==> src/rtl/esid_pkg.sv <==
package esid_pkg;
  // ---------------------------------------------------------------
  // Sizes
  // ---------------------------------------------------------------
  localparam int NUM_INPUTS = 12;
  localparam int BASE_INPUTS = 4;
  localparam int PROG_W = 5;
  localparam int FN_W = 3;
  localparam int NUM_EVT = 8;

  // ---------------------------------------------------------------
  // Timing
  // ---------------------------------------------------------------
  localparam int CLK_HZ = 40000000;
  localparam int TICK_MS = 10;                // Sampling tick period
  localparam int TICK_CYCLES = CLK_HZ / 1000 * TICK_MS;
  localparam int EDGE_READ_MAX_MS = 200;      // Edge read latency bound
  localparam int SEL_READ_MAX_MS = 400;       // Selection read bound

  // ---------------------------------------------------------------
  // Register map (byte addresses) and fields
  // ---------------------------------------------------------------
  localparam logic [3:0] ADDR_CTRL = 4'h0;
  localparam logic [3:0] ADDR_STATUS = 4'h4;
  localparam logic [3:0] ADDR_EVENT = 4'h8;
  localparam logic [3:0] ADDR_PROG = 4'hc;
  localparam int CTRL_FN5_LSB = 0;
  localparam int CTRL_FN6_LSB = 3;
  localparam int CTRL_FN7_LSB = 6;
  localparam int CTRL_OPT_BIT = 9;
  localparam logic [9:0] CTRL_RESET = 10'h000;
  localparam int STAT_SEL_LSB = 12;
  localparam int STAT_PROG_LSB = 17;
  localparam int STAT_EXT_BIT = 22;
  localparam logic [4:0] PROG_RESET = 5'h01;
  localparam logic [4:0] PROG_MIN = 5'h01;
  localparam logic [4:0] PROG_MAX = 5'h13;

  // Event bit positions
  localparam int EV_RUN = 0;
  localparam int EV_HOLD = 1;
  localparam int EV_RESET = 2;
  localparam int EV_ADV = 3;
  localparam int EV_FAST = 4;
  localparam int EV_PVST = 5;
  localparam int EV_AM = 6;
  localparam int EV_AT = 7;

  // Functions selectable for inputs five to seven
  typedef enum logic [2:0] {
    FN_NONE = 3'h0,
    FN_FAST = 3'h1,
    FN_PV_START = 3'h2,
    FN_AUTO_MAN = 3'h3,
    FN_AUTOTUNE = 3'h4,
    FN_SOAK_OR = 3'h5,
    FN_SOAK_AND = 3'h6,
    FN_REVERSE = 3'h7
  } esid_fn_e;

  typedef enum logic [0:0] {
    BUS_IDLE = 1'b0,
    BUS_ACK = 1'b1
  } esid_bus_e;
endpackage : esid_pkg

==> src/rtl/esid_smp_if.sv <==
`timescale 1ns/100ps
`default_nettype none
// Sampled contact inputs handed from the sampler to the decoder
interface esid_smp_if #(
  parameter int N = 12
);
  logic tick;
  logic [N-1:0] level;
  logic [N-1:0] rise;
  logic [N-1:0] fall;
  modport src (output tick, output level, output rise, output fall);
  modport dst (input tick, input level, input rise, input fall);
endinterface : esid_smp_if
`default_nettype wire

==> src/rtl/esid_sampler.sv <==
`timescale 1ns/100ps
`default_nettype none
module esid_sampler #(
  parameter int N = 12,
  parameter int TICK_CYCLES = 400000
) (
  input wire logic clk_sys,
  input wire logic reset,
  input wire logic [N-1:0] pins,
  esid_smp_if.src smp
);
  // ---------------------------------------------------------------
  // Three-stage synchronisers
  // ---------------------------------------------------------------
  logic [N-1:0] s1_reg, s2_reg, s3_reg, stab_reg, stab_next;
  logic [N-1:0] samp_reg, samp_next, rise_reg, rise_next;
  logic [N-1:0] fall_reg, fall_next;
  logic [31:0] cnt_reg, cnt_next;
  logic tick_reg, tick_next;

  // A bit only moves once stages two and three agree
  genvar g;
  generate
    for (g = 0; g < N; g++) begin : g_stab
      always_comb begin
        stab_next[g] = (s2_reg[g] == s3_reg[g]) ? s3_reg[g] : stab_reg[g];
      end
    end
  endgenerate

  // Tick divider and sample comparison
  always_comb begin
    tick_next = (cnt_reg == 32'(TICK_CYCLES - 1));
    cnt_next = tick_next ? 32'h0 : cnt_reg + 32'h1;
    samp_next = tick_next ? stab_reg : samp_reg;
    rise_next = tick_next ? (stab_reg & ~samp_reg) : '0;
    fall_next = tick_next ? (~stab_reg & samp_reg) : '0;
  end

  always_ff @(posedge clk_sys) begin
    if (reset) begin
      s1_reg <= '0;
      s2_reg <= '0;
      s3_reg <= '0;
      stab_reg <= '0;
      samp_reg <= '0;
      rise_reg <= '0;
      fall_reg <= '0;
      cnt_reg <= 32'h0;
      tick_reg <= 1'b0;
    end else begin
      s1_reg <= pins;
      s2_reg <= s1_reg;
      s3_reg <= s2_reg;
      stab_reg <= stab_next;
      samp_reg <= samp_next;
      rise_reg <= rise_next;
      fall_reg <= fall_next;
      cnt_reg <= cnt_next;
      tick_reg <= tick_next;
    end
  end

  assign smp.tick = tick_reg;
  assign smp.level = samp_reg;
  assign smp.rise = rise_reg;
  assign smp.fall = fall_reg;
endmodule : esid_sampler
`default_nettype wire

==> src/rtl/ext_switch_input_decoder.sv <==
// Contract
// Twelve inputs; unfitted option leaves four
// Inputs 1-4 edge commands; 8-12 program levels
// Inputs 5-7 take setup-selected function
// Fast/pv-start rise, toggles both edges, rest levels
// Pv start only in program ready state
// Without pv setpoint, start from segment
// Soak-cancel OR: input or within width
// Reversal input inverts configured control action
// Contact selection only in program ready
// Program number is sum of weights
// Zero selection leaves console or host choice
// Off-to-on read within 0.2 s
// On-to-off read within 0.2 s
// Program inputs read within 0.4 s
// Far side holds selection 0.4 s before run
// Far side holds selection 0.2 s after run
// Far side keeps run off 0.2 s
// Far side keeps run on 0.2 s
// Selected program updates within 0.4 s
// Run begins within 0.4 s of edge
// Pv start obeys run input timing
// Far side should add timing margin
// Valid program numbers are one to nineteen
// Active contact selection disables console keys
// Weight sums above nineteen decode zero
// Sample on tick, compare successive samples
//
// Our own choices: register access over Avalon-MM and the register addresses.
`timescale 1ns/100ps
`default_nettype none
module ext_switch_input_decoder #(
  parameter int TICK_CYCLES = esid_pkg::TICK_CYCLES
) (
  input wire logic clk_sys,
  input wire logic reset,
  // Contact pins, active high
  input wire logic [11:0] ext_contact_input,
  // State of the program engine
  input wire logic prog_mode,
  input wire logic ready_state,
  input wire logic pv_start_has_setpoint,
  input wire logic process_value_in_soak_width,
  input wire logic config_reverse_action,
  // Avalon-MM slave
  input wire logic [3:0] avs_address,
  input wire logic avs_read,
  input wire logic avs_write,
  input wire logic [31:0] avs_writedata,
  output logic [31:0] avs_readdata,
  output logic avs_waitrequest,
  // Commands to the program engine
  output logic cmd_run,
  output logic cmd_hold,
  output logic cmd_reset,
  output logic cmd_segment_advance,
  output logic cmd_fast,
  output logic cmd_pv_start,
  output logic cmd_pv_start_from_segment,
  output logic cmd_auto_manual_toggle,
  output logic cmd_autotune_toggle,
  output logic soak_release,
  output logic reverse_action,
  output logic [4:0] program_number,
  output logic ext_select_active
);
  // ---------------------------------------------------------------
  // Sampling of the contact pins
  // ---------------------------------------------------------------
  esid_smp_if #(.N(esid_pkg::NUM_INPUTS)) smp ();

  // Sampling on a 10 ms tick keeps edge and level latency far below
  // the read bounds
  esid_sampler #(
    .N(esid_pkg::NUM_INPUTS),
    .TICK_CYCLES(TICK_CYCLES)
  ) u_sampler (
    .clk_sys(clk_sys),
    .reset(reset),
    .pins(ext_contact_input),
    .smp(smp)
  );

  // ---------------------------------------------------------------
  // Decoding function
  // ---------------------------------------------------------------
  // Weighted sum of inputs 8..12; sums above nineteen give zero
  function automatic logic [4:0] esid_decode(input logic [4:0] w);
    logic [4:0] sum;
    sum = 5'h00;
    if (w[0]) sum = sum + 5'd1;
    if (w[1]) sum = sum + 5'd2;
    if (w[2]) sum = sum + 5'd4;
    if (w[3]) sum = sum + 5'd8;
    if (w[4]) sum = sum + 5'd10;
    if (sum > esid_pkg::PROG_MAX) sum = 5'h00;
    return sum;
  endfunction : esid_decode

  // ---------------------------------------------------------------
  // Registers
  // ---------------------------------------------------------------
  logic [9:0] ctrl_reg, ctrl_next;
  logic [esid_pkg::NUM_EVT-1:0] evt_reg, evt_next;
  logic [4:0] prog_reg, prog_next;
  logic [4:0] sel_reg, sel_next;
  esid_pkg::esid_bus_e bus_reg, bus_next;
  logic [31:0] rdata_reg, rdata_next;
  logic wait_reg, wait_next;
  logic [8:0] cmd_reg, cmd_next;
  logic soak_reg, soak_next;
  logic rev_reg, rev_next;
  logic ext_reg, ext_next;

  // ---------------------------------------------------------------
  // Input masking and function routing
  // ---------------------------------------------------------------
  logic [11:0] lvl, rise, fall, fit_mask;
  logic [2:0] fn [3];
  logic fast_hit, pvst_hit, am_hit, at_hit;
  logic soak_or_on, soak_and_on, soak_or_sel, soak_and_sel;
  logic rev_on, prog_ready, pv_ok, run_rise;
  logic [4:0] dec_sel;

  // Unfitted option: only the first four contacts exist
  always_comb begin
    fit_mask = ctrl_reg[esid_pkg::CTRL_OPT_BIT] ? 12'hfff : 12'h00f;
    lvl = smp.level & fit_mask;
    rise = smp.rise & fit_mask;
    fall = smp.fall & fit_mask;
    fn[0] = ctrl_reg[esid_pkg::CTRL_FN5_LSB +: esid_pkg::FN_W];
    fn[1] = ctrl_reg[esid_pkg::CTRL_FN6_LSB +: esid_pkg::FN_W];
    fn[2] = ctrl_reg[esid_pkg::CTRL_FN7_LSB +: esid_pkg::FN_W];
  end

  // Each of inputs 5..7 drives whichever function setup names
  always_comb begin
    fast_hit = 1'b0;
    pvst_hit = 1'b0;
    am_hit = 1'b0;
    at_hit = 1'b0;
    soak_or_on = 1'b0;
    soak_and_on = 1'b0;
    soak_or_sel = 1'b0;
    soak_and_sel = 1'b0;
    rev_on = 1'b0;
    for (int i = 0; i < 3; i++) begin
      case (fn[i])
        esid_pkg::FN_FAST: begin
          fast_hit = fast_hit | rise[4+i];
        end
        esid_pkg::FN_PV_START: begin
          pvst_hit = pvst_hit | rise[4+i];
        end
        esid_pkg::FN_AUTO_MAN: begin
          am_hit = am_hit | rise[4+i] | fall[4+i];
        end
        esid_pkg::FN_AUTOTUNE: begin
          at_hit = at_hit | rise[4+i] | fall[4+i];
        end
        esid_pkg::FN_SOAK_OR: begin
          soak_or_sel = 1'b1;
          soak_or_on = soak_or_on | lvl[4+i];
        end
        esid_pkg::FN_SOAK_AND: begin
          soak_and_sel = 1'b1;
          soak_and_on = soak_and_on | lvl[4+i];
        end
        esid_pkg::FN_REVERSE: begin
          rev_on = rev_on | lvl[4+i];
        end
        default: begin
        end
      endcase
    end
  end

  // Program selection conditions
  always_comb begin
    dec_sel = esid_decode(lvl[11:7]);
    prog_ready = prog_mode & ready_state;
    pv_ok = pvst_hit & prog_ready;
    run_rise = rise[0];
  end

  // ---------------------------------------------------------------
  // Command and level outputs
  // ---------------------------------------------------------------
  // Command pulses last one clock; the engine starts at once
  always_comb begin
    cmd_next = '0;
    cmd_next[0] = run_rise;
    cmd_next[1] = rise[1];
    cmd_next[2] = rise[2];
    cmd_next[3] = rise[3];
    cmd_next[4] = fast_hit;
    cmd_next[5] = pv_ok;
    cmd_next[6] = pv_ok & ~pv_start_has_setpoint;
    cmd_next[7] = am_hit;
    cmd_next[8] = at_hit;
    // AND mode needs both the contact and the soak band
    if (soak_and_sel) begin
      soak_next = soak_and_on & process_value_in_soak_width;
    end else if (soak_or_sel) begin
      soak_next = soak_or_on | process_value_in_soak_width;
    end else begin
      soak_next = process_value_in_soak_width;
    end
    rev_next = config_reverse_action ^ rev_on;
    ext_next = (dec_sel != 5'h00);
    sel_next = dec_sel;
  end

  // ---------------------------------------------------------------
  // Selected program number
  // ---------------------------------------------------------------
  // Contact selection wins over console writes; zero hands back
  always_comb begin
    prog_next = prog_reg;
    if (prog_ready && ext_next && (smp.tick || run_rise)) begin
      prog_next = dec_sel;
    end else if (bus_reg == esid_pkg::BUS_ACK && avs_write &&
                 avs_address == esid_pkg::ADDR_PROG && prog_ready &&
                 !ext_reg) begin
      if (avs_writedata[4:0] >= esid_pkg::PROG_MIN &&
          avs_writedata[4:0] <= esid_pkg::PROG_MAX) begin
        prog_next = avs_writedata[4:0];
      end
    end
  end

  // ---------------------------------------------------------------
  // Avalon-MM slave
  // ---------------------------------------------------------------
  // One wait cycle per access: simple, and reads come from flops
  always_comb begin
    bus_next = bus_reg;
    wait_next = 1'b1;
    rdata_next = rdata_reg;
    ctrl_next = ctrl_reg;
    case (bus_reg)
      esid_pkg::BUS_IDLE: begin
        if (avs_read || avs_write) begin
          bus_next = esid_pkg::BUS_ACK;
          wait_next = 1'b0;
          rdata_next = 32'h0;
          if (avs_read) begin
            if (avs_address == esid_pkg::ADDR_CTRL) begin
              rdata_next[9:0] = ctrl_reg;
            end else if (avs_address == esid_pkg::ADDR_STATUS) begin
              rdata_next[11:0] = lvl;
              rdata_next[esid_pkg::STAT_SEL_LSB +: 5] = sel_reg;
              rdata_next[esid_pkg::STAT_PROG_LSB +: 5] = prog_reg;
              rdata_next[esid_pkg::STAT_EXT_BIT] = ext_reg;
            end else if (avs_address == esid_pkg::ADDR_EVENT) begin
              rdata_next[esid_pkg::NUM_EVT-1:0] = evt_reg;
            end else if (avs_address == esid_pkg::ADDR_PROG) begin
              rdata_next[4:0] = prog_reg;
            end
          end
        end
      end
      esid_pkg::BUS_ACK: begin
        bus_next = esid_pkg::BUS_IDLE;
        if (avs_write && avs_address == esid_pkg::ADDR_CTRL) begin
          ctrl_next = avs_writedata[9:0];
        end
      end
      default: begin
        bus_next = esid_pkg::BUS_IDLE;
      end
    endcase
  end

  // Sticky event flags, write one to clear; a new event beats clear
  always_comb begin
    evt_next = evt_reg;
    if (bus_reg == esid_pkg::BUS_ACK && avs_write &&
        avs_address == esid_pkg::ADDR_EVENT) begin
      evt_next = evt_reg & ~avs_writedata[esid_pkg::NUM_EVT-1:0];
    end
    evt_next[esid_pkg::EV_RUN] = evt_next[esid_pkg::EV_RUN] | cmd_next[0];
    evt_next[esid_pkg::EV_HOLD] = evt_next[esid_pkg::EV_HOLD] | cmd_next[1];
    evt_next[esid_pkg::EV_RESET] = evt_next[esid_pkg::EV_RESET] | cmd_next[2];
    evt_next[esid_pkg::EV_ADV] = evt_next[esid_pkg::EV_ADV] | cmd_next[3];
    evt_next[esid_pkg::EV_FAST] = evt_next[esid_pkg::EV_FAST] | cmd_next[4];
    evt_next[esid_pkg::EV_PVST] = evt_next[esid_pkg::EV_PVST] | cmd_next[5];
    evt_next[esid_pkg::EV_AM] = evt_next[esid_pkg::EV_AM] | cmd_next[7];
    evt_next[esid_pkg::EV_AT] = evt_next[esid_pkg::EV_AT] | cmd_next[8];
  end

  // ---------------------------------------------------------------
  // State registers
  // ---------------------------------------------------------------
  always_ff @(posedge clk_sys) begin
    if (reset) begin
      ctrl_reg <= esid_pkg::CTRL_RESET;
      evt_reg <= '0;
      prog_reg <= esid_pkg::PROG_RESET;
      sel_reg <= 5'h00;
      bus_reg <= esid_pkg::BUS_IDLE;
      rdata_reg <= 32'h0;
      wait_reg <= 1'b1;
      cmd_reg <= '0;
      soak_reg <= 1'b0;
      rev_reg <= 1'b0;
      ext_reg <= 1'b0;
    end else begin
      ctrl_reg <= ctrl_next;
      evt_reg <= evt_next;
      prog_reg <= prog_next;
      sel_reg <= sel_next;
      bus_reg <= bus_next;
      rdata_reg <= rdata_next;
      wait_reg <= wait_next;
      cmd_reg <= cmd_next;
      soak_reg <= soak_next;
      rev_reg <= rev_next;
      ext_reg <= ext_next;
    end
  end

  // ---------------------------------------------------------------
  // Output wiring, all straight from flops
  // ---------------------------------------------------------------
  assign avs_readdata = rdata_reg;
  assign avs_waitrequest = wait_reg;
  assign cmd_run = cmd_reg[0];
  assign cmd_hold = cmd_reg[1];
  assign cmd_reset = cmd_reg[2];
  assign cmd_segment_advance = cmd_reg[3];
  assign cmd_fast = cmd_reg[4];
  assign cmd_pv_start = cmd_reg[5];
  assign cmd_pv_start_from_segment = cmd_reg[6];
  assign cmd_auto_manual_toggle = cmd_reg[7];
  assign cmd_autotune_toggle = cmd_reg[8];
  assign soak_release = soak_reg;
  assign reverse_action = rev_reg;
  assign program_number = prog_reg;
  assign ext_select_active = ext_reg;
endmodule : ext_switch_input_decoder
`default_nettype wire

==> config.mk <==
export PLATFORM = sky130hd
export DESIGN_NAME = ext_switch_input_decoder
export DESIGN_NICKNAME = d
export VERILOG_FILES = /design/src/rtl/esid_pkg.sv /design/src/rtl/esid_smp_if.sv /design/src/rtl/esid_sampler.sv /design/src/rtl/ext_switch_input_decoder.sv
export SDC_FILE = /design/constraint.sdc
export NUM_CORES = 1
export LEC_CHECK = 0
export BUFFER_PORTS_ARGS = -buffer_cell sky130_fd_sc_hd__buf_2
export CELL_PAD_IN_SITES_DETAIL_PLACEMENT = 2
export CELL_PAD_IN_SITES_GLOBAL_PLACEMENT = 2
export CORE_UTILIZATION = 34
export DETAILED_ROUTE_END_ITERATION = 12
export PLACE_DENSITY_LB_ADDON = 0.1
export SLEW_MARGIN = 20
export SYNTH_ARGS = -nofsm -noshare
export SYNTH_HDL_FRONTEND = slang
export SYNTH_SLANG_ARGS = --single-unit
export TNS_END_PERCENT = 30
==> constraint.sdc <==
create_clock -name clk_sys -period 2.9 [get_ports clk_sys]
set_clock_uncertainty 0.05 [all_clocks]
set_input_delay 0 -clock clk_sys [delete_from_list [all_inputs] [get_ports clk_sys]]
set_output_delay 0 -clock clk_sys [all_outputs]
set_load 0.005 [all_outputs]
## Yosys cells after proc, flatten, opt, wreduce, memory -nomap -nowiden

Cells that the tools add are included.

- Add/sub/neg operators: 5
- $mul: 0
- Div/mod/pow operators: 0
- Magnitude comparators: 3
- Equal/unequal tests: 37
- Shift-type cells: 0
- Muxes and demuxes: 51
- Bitwise gates (word level): 45
- Reduce and logical (&&, ||, !) cells: 22

Operator list:

| kind | number |
|---|---|
| $mux W5 | 10 |
| $eq A3 B3 Y1 const B | 12 |
| $add A32 B1 Y32 const B | 1 |
| $eq A32 B19 Y1 const B | 1 |
| $mux W1 | 32 |
| $and A7 B7 Y7 | 4 |
| $or A1 B1 Y1 | 28 |
| $mux W23 | 1 |
| $eq A3 B2 Y1 const B | 6 |
| $mux W8 | 2 |
| $mux W15 | 1 |
| $not A7 Y7 | 2 |
| $mux W13 | 1 |
| $and A12 B12 Y12 | 1 |
| $eq A1 B1 Y1 | 12 |
| $mux W12 | 1 |
| $add A5 B4 Y5 const B | 2 |
| $mux W10 | 1 |
| $eq A3 B1 Y1 const B | 3 |
| $logic_and A1 B1 Y1 | 9 |
| $and A8 B8 Y8 | 1 |
| $eq A4 B4 Y1 const B | 2 |
| $not A8 Y8 | 1 |
| $reduce_and A2 Y1 | 3 |
| 17 further kinds | 26 |

- Flip-flop bits (word level): 172
- Bits in latches: 0
- Bits in writable memories: 0
- Bits in read-only memories: 0
- Bits of input ports: 57
- Output and inout port bits: 50
- Memories kept: 0

## Depth between registers and ports, before layout

- Depth in word-level cells: 18
- Gate-level depth with buffers: 9

## By module

From an unflattened synthesis, not the netlist that was laid out.

- Cells, all modules: 749
- Area total of the unflattened synthesis: 7111.8 µm²

Modules (own cells, without submodules):

| module | times used | cells each | area each (µm²) | sequential area each (µm²) |
|---|---|---|---|---|
| esid_sampler | 1 | 428 | 4154.0 | 2342.2 |
| ext_switch_input_decoder | 1 | 321 | 2957.8 | 1301.2 |

## Least setup slack after synthesis

OpenSTA, ideal clock, no wires.

- Path kind: reg-to-reg
- Start: reg ctrl_reg[9]
- End: reg prog_reg[0] (netlist: program_number[0])
- Setup time: 0.072 ns
- Arrival time: 2.342 ns
- Slack: 0.436 ns
- Stages on the path, launching flop included: 10
- Buffers on the path: 2
- Clock period less this slack: 2.464 ns
- Path through: dfxtp_1 -> clkbuf_1 -> clkbuf_1 -> and2_1 -> ha_1 -> nor4bb_1 -> nor4b_1 -> nor2_1 -> o31ai_1 -> a2bb2oi_1

- Word-level cells in the longest chain between the ends: 18
- Elaborated cells between the ends (all ways): 20
- Classes of those cells: add/sub (4); order compare (1); mux (8); bitwise (1); reduce/logical (6)

RTL lines:

| element | line | source |
|---|---|---|
| start, declared | ext_switch_input_decoder.sv:103 | `logic [9:0] ctrl_reg, ctrl_next;` |
| start signal, assigned | ext_switch_input_decoder.sv:297 | `ctrl_reg <= esid_pkg::CTRL_RESET;` |
| start signal, assigned | ext_switch_input_decoder.sv:309 | `ctrl_reg <= ctrl_next;` |
| $mux W12 * | ext_switch_input_decoder.sv:127 | `fit_mask = ctrl_reg[esid_pkg::CTRL_OPT_BIT] ? 12'hfff : 12'h00f;` |
| $and A12 B12 Y12 * | ext_switch_input_decoder.sv:128 | `lvl = smp.level & fit_mask;` |
| $mux W1 | ext_switch_input_decoder.sv:91 | `if (w[0]) sum = sum + 5'd1;` |
| $add A5 B2 Y5 | ext_switch_input_decoder.sv:92 | `if (w[1]) sum = sum + 5'd2;` |
| $mux W5 | ext_switch_input_decoder.sv:92 |  |
| $add A5 B3 Y5 | ext_switch_input_decoder.sv:93 | `if (w[2]) sum = sum + 5'd4;` |
| $mux W5 | ext_switch_input_decoder.sv:93 |  |
| $add A5 B4 Y5 | ext_switch_input_decoder.sv:94 | `if (w[3]) sum = sum + 5'd8;` |
| $mux W5 | ext_switch_input_decoder.sv:94 |  |
| $add A5 B4 Y5 | ext_switch_input_decoder.sv:95 | `if (w[4]) sum = sum + 5'd10;` |
| $mux W5 * | ext_switch_input_decoder.sv:95 |  |
| $gt A5 B5 Y1 | ext_switch_input_decoder.sv:96 | `if (sum > esid_pkg::PROG_MAX) sum = 5'h00;` |
| $mux W5 * | ext_switch_input_decoder.sv:96 |  |
| $reduce_bool A5 Y1 | ext_switch_input_decoder.sv:210 | `ext_next = (dec_sel != 5'h00);` |
| $logic_and A1 B1 Y1 (2 in a row) | ext_switch_input_decoder.sv:220 | `if (prog_ready && ext_next && (smp.tick \|\| run_rise)) begin` |
| $reduce_bool A2 Y1 (no line) | n/a |  |
| $reduce_and A2 Y1 (no line) | n/a |  |
| end signal, assigned | ext_switch_input_decoder.sv:299 | `prog_reg <= esid_pkg::PROG_RESET;` |
| end signal, assigned | ext_switch_input_decoder.sv:311 | `prog_reg <= prog_next;` |
| end, declared | ext_switch_input_decoder.sv:105 | `logic [4:0] prog_reg, prog_next;` |

Every way passes the cells marked *; elsewhere a longest branch is shown, timed or not.
A chain may end at the register's enable or synchronous reset.

## Final worst setup path

- Start: reg u_sampler.samp_reg[9] (netlist: u_sampler.smp.level[9])
- End: reg prog_reg[0] (netlist: program_number[0])

- Word-level cells in the longest chain between the ends: 13
- Elaborated cells between the ends (all ways): 15
- Classes of those cells: add/sub (2); order compare (1); mux (5); bitwise (1); reduce/logical (6)

RTL lines:

| element | line | source |
|---|---|---|
| start, declared | esid_sampler.sv:16 | `logic [N-1:0] samp_reg, samp_next, rise_reg, rise_next;` |
| start signal, assigned | esid_sampler.sv:56 | `samp_reg <= samp_next;` |
| $and A12 B12 Y12 * | ext_switch_input_decoder.sv:128 |  |
| $mux W5 * | ext_switch_input_decoder.sv:93 |  |
| $add A5 B4 Y5 | ext_switch_input_decoder.sv:94 |  |
| $mux W5 * | ext_switch_input_decoder.sv:94 |  |
| $add A5 B4 Y5 | ext_switch_input_decoder.sv:95 |  |
| $mux W5 * | ext_switch_input_decoder.sv:95 |  |
| $gt A5 B5 Y1 | ext_switch_input_decoder.sv:96 |  |
| $mux W5 * | ext_switch_input_decoder.sv:96 |  |
| $reduce_bool A5 Y1 | ext_switch_input_decoder.sv:210 |  |
| $logic_and A1 B1 Y1 (2 in a row) | ext_switch_input_decoder.sv:220 |  |
| $reduce_bool A2 Y1 (no line) | n/a |  |
| $reduce_and A2 Y1 (no line) | n/a |  |

Marked as above.

==> metrics.md <==
| Metric | Value |
|---|---|
| Slowest cell on crit path | `o31ai_1` |
| Asr flop ratio synth | `0%` |
| Predominant post-synthesis flop cell | `dfxtp_1` |
| FMAX | `385 MHz` |
| Post-placement cell area | `7190 sq um` |
| CP Capture Type | `register` |
| CP required | `3.20 ns` |
| Synth top area cells | `dfxtp_1 51%, mux2i_1 5.0%, nor2_1 4.8%` |
| Drt wl/cell | `approximately 18 um` |
| Hold Worst Slack | `about 0.0085 ns` |
| H-tree Lvls | `4` |
| Number of global-route vias before repair | `6012` |
| RSZ-0062 raised after global routing | `false` |
| Final core occ | `42.9%` |
| Core ar. | `between 15000 and 20000 sq um` |
| Slew @ Worst Pin | `0.842 ns` |
| Internal power | `3.68 mW` |
| Power Density | `between 600 and 700 nW/um^2` |
| Sequential Power Share | `48.0%` |
| Switching Fraction | `25.2%` |
| Number of diodes | `0` |
| Die area | `20000 sq um` |
| Sum of negative setup slack | `0 ns` |
| DP HPWL | `13900 um` |
| Crit-path max cell delay | `0.63 ns` |
| Lkg Pwr | `3.00 nW` |
| Routed wl met3 | `797 um` |
| Tot Pwr | `4.92 mW` |
| Buffers on Ports | `between 70 and 80` |
| Max Buffers Root-to-Sink | `2` |
| CTS tree | `yes` |
| I/O Pins | `107` |
| DRT Pass-1 Iters | `4` |
| Area growth, synth to finish | `22.9%` |
| Combinational power share | `4.1%` |
| Max reg flops | `32` |
| Max_cap viols | `0` |
| CP Buf/Inv Count | `0` |
| Mux contribution to synthesized area | `5.17%` |
| Setup bufs post-CTS | `0` |
| RePlAce Congestion | `roughly 0.83` |
| CTS Sinks | `168` |
| Netlist Area Pre-Place | `6600 sq um` |
| DRT met1 WL | `9330 um` |
| Simple-Gate Fraction of Synth Area | `24.3%` |
| Total global-route track usage | `21.0%` |
| Slew Limit Fails | `0` |
| DRT Wirelength | `19800 um` |
| Synth Instances | `702` |
| Cells resized by post-CTS repair | `0` |
| CP cell instances | `and2_1, ha_1, nor4bb_1, nor4b_1, nor2_1, o31ai_1, a2bb2oi_1` |
| Register clock-pin slew on the reported worst setup and hold paths | `0.07 ns` |
| Highest metal used | `met4` |
| Status | `complete, no violations` |
| Remaining antenna violation count | `0` |
| CTS Hold Bufs | `30` |
| Final nets | `860` |
| Final setup fails | `0` |
| Global-route wire length before repair | `~32000 um` |
| Seq. cell area | `about 3400 sq um` |
| Clk_lat worst skew | `0.44 ns` |
| Yosys Warn Count | `0` |
| Worst VDD drop | `0.397 mV` |
| Vias | `5514` |
| Yosys top cell by area | `dfxtp_1` |
| Tmin final | `2.60 ns` |
| Slew headroom | `between 40% and 50%` |
| Sequential share of the synthesized area | `50.9%` |
| Yosys top cell area share | `50.9%` |
| Syn avg cell area | `9.40 sq um` |
| Worst-path fanout max | `8` |
| Clk root buf | `clkbuf_16` |
| Yosys cell types | `between 50 and 60` |
| Clk pwr share | `48.0%` |
| Hold crit path type | `input pin to register` |
| Number of synthesized flops with an enable pin | `0` |
| # rows | `50` |
| TritonCTS Buffers | `17` |
| Crit path max-delay family | `compound AO/OA/AOI/OAI gates` |
| Largest net degree at the start of global routing | `64` |
| Initial antenna violation count | `0` |
| Worst Path Arrival | `between 2 and 3 ns` |
| Multi-input logic area | `2980 sq um` |
| Compound-cell area share of the yosys netlist | `11.1%` |
| Met2 WL | `around 9400 um` |
| Die height | `around 140 um` |
| Die width | `141 um` |
| Adder-cell share of the synthesized area | `0.379%` |
| Starting Density | `about a third` |
| Layout cell share with drive strength beyond 1 | `16.7%` |
| Largest family of logic cells by synthesized area | `simple AND/OR/NAND/NOR gates` |
| Vias per cell | `5.13` |
| Final Hold Fails | `0` |
| DR DRC count | `0` |
| Worst setup path category | `register to register` |
| Fillers | `2058` |
| Finished Cell Area | `between 8000 and 9000 sq um` |
| XOR/XNOR Fraction of Synth Area | `3.71%` |
| Net switching power | `1.24 mW` |
| Period utilization | `89.6%` |
| Synthesis-stage register bit count | `168` |
| Startpoint Class | `register` |
| Total gr overflow | `0` |
| Starting DRT DRC Count | `about 200` |
==> area by class of cell <==
cell class                 instances  area share (%)
multi-input combinational        486            36.8
timing repair buffer             115            9.44
clock buffer                      17            5.25
inverter                          13           0.602
tap                              260            4.01
sequential                       168            41.5
clock inverter                    15            2.44
==> cell usage after synthesis, drive strengths merged, types with 4 or more instances <==
master and count:
a211oi 5, a21oi 34, a22oi 12, a31o 5, a31oi 5, a32oi 4
and2 4, and3 8, and4 5, buf 21, clkbuf 22, dfxtp 168
inv 12, mux2i 33, nand2 60, nand3 18, nand4 9, nor2 86
nor2b 44, nor3 21, nor3b 12, nor4 10, nor4b 4, o211ai 10
o21ai 18, or4 7, xnor2 15, xor2 13
==> metrics by stage <==
stage | setup WS (ns) | std cells
2_1_floorplan | 0.436 | 710
3_3_place_gp | 0.554 | 1012
3_5_place_dp | 0.346 | 1012
4_1_cts | 0.294 | 1074
5_1_grt | 0.0960 | 1074
6_report | 0.303 | 1074
==> kinds of logic after synthesis <==
group,after synthesis
AO/OA/AOI/OAI,112
XOR/XNOR,28
adder cells (fa/ha/maj),2
buffers and inverters,56
flip-flops,168
multiplexers,34
other,1
AND/OR/NAND/NOR,301
==> routing by layer <==
metal | up-vias | track usage (%)
li1 | 2639 | -
met1 | 2727 | 27.9
met2 | 128 | 34.8
met3 | 20 | 3.34
met4 | 0 | 6.41
met5 | - | 0
==> power by group through the flow <==
stage | combinational [mW] | clock (mW) | sequential [mW]
global placement | 0.161 | 0 | 2.41
detailed placement | 0.168 | 0 | 2.41
global route | 0.220 | 2.51 | 2.36
finish | 0.200 | 2.36 | 2.36
floorplan | 0.108 | 0 | 2.41
CTS | 0.200 | 2.42 | 2.36
==> worst paths after layout <==
check	to	slack, ns	from	depth (start not counted)
max	program_number[0]	0.30	u_sampler.smp.level[9]	7
min	ctrl_reg[6]	0.009	avs_write	5
max reg2reg	program_number[0]	0.30	u_sampler.smp.level[9]	7
min reg2reg	u_sampler.s2_reg[0]	0.39	u_sampler.s1_reg[0]	1
==> placed cells by master (no fill, tap or decap), types with 4 or more instances in the layout <==
cell / netlist / final
dfxtp_1: 168 / 168
nor2_1: 85 / 85
buf_2: 5 / 74
nand2_1: 59 / 59
nor2b_1: 44 / 44
a21oi_1: 34 / 34
mux2i_1: 33 / 33
dlygate4sd3_1: 0 / 30
nor3_1: 21 / 21
nand3_1: 18 / 18
o21ai_0: 18 / 18
clkbuf_16: 0 / 17
xnor2_1: 15 / 15
xor2_1: 13 / 13
inv_1: 12 / 12
a22oi_1: 12 / 12
o211ai_1: 10 / 10
buf_4: 10 / 10
nand4_1: 9 / 9
nor3b_2: 9 / 9
nor4_1: 9 / 9
conb_1: 1 / 9
and3_1: 8 / 8
or4_1: 6 / 6
inv_8: 0 / 6
a31oi_1: 5 / 5
and4_1: 5 / 5
a31o_2: 5 / 5
a211oi_1: 5 / 5
and2_1: 4 / 4
nor4b_1: 4 / 4
a32oi_1: 4 / 4
clkinv_8: 0 / 4
==> worst min-delay path: stages <==
cell and delay [ns]:
buf_2 0.12, nand2_1 0.08, nor2_2 0.07, mux2i_1 0.12, nor2_1 0.07
Note: power is estimated with default switching activity, not from simulation.
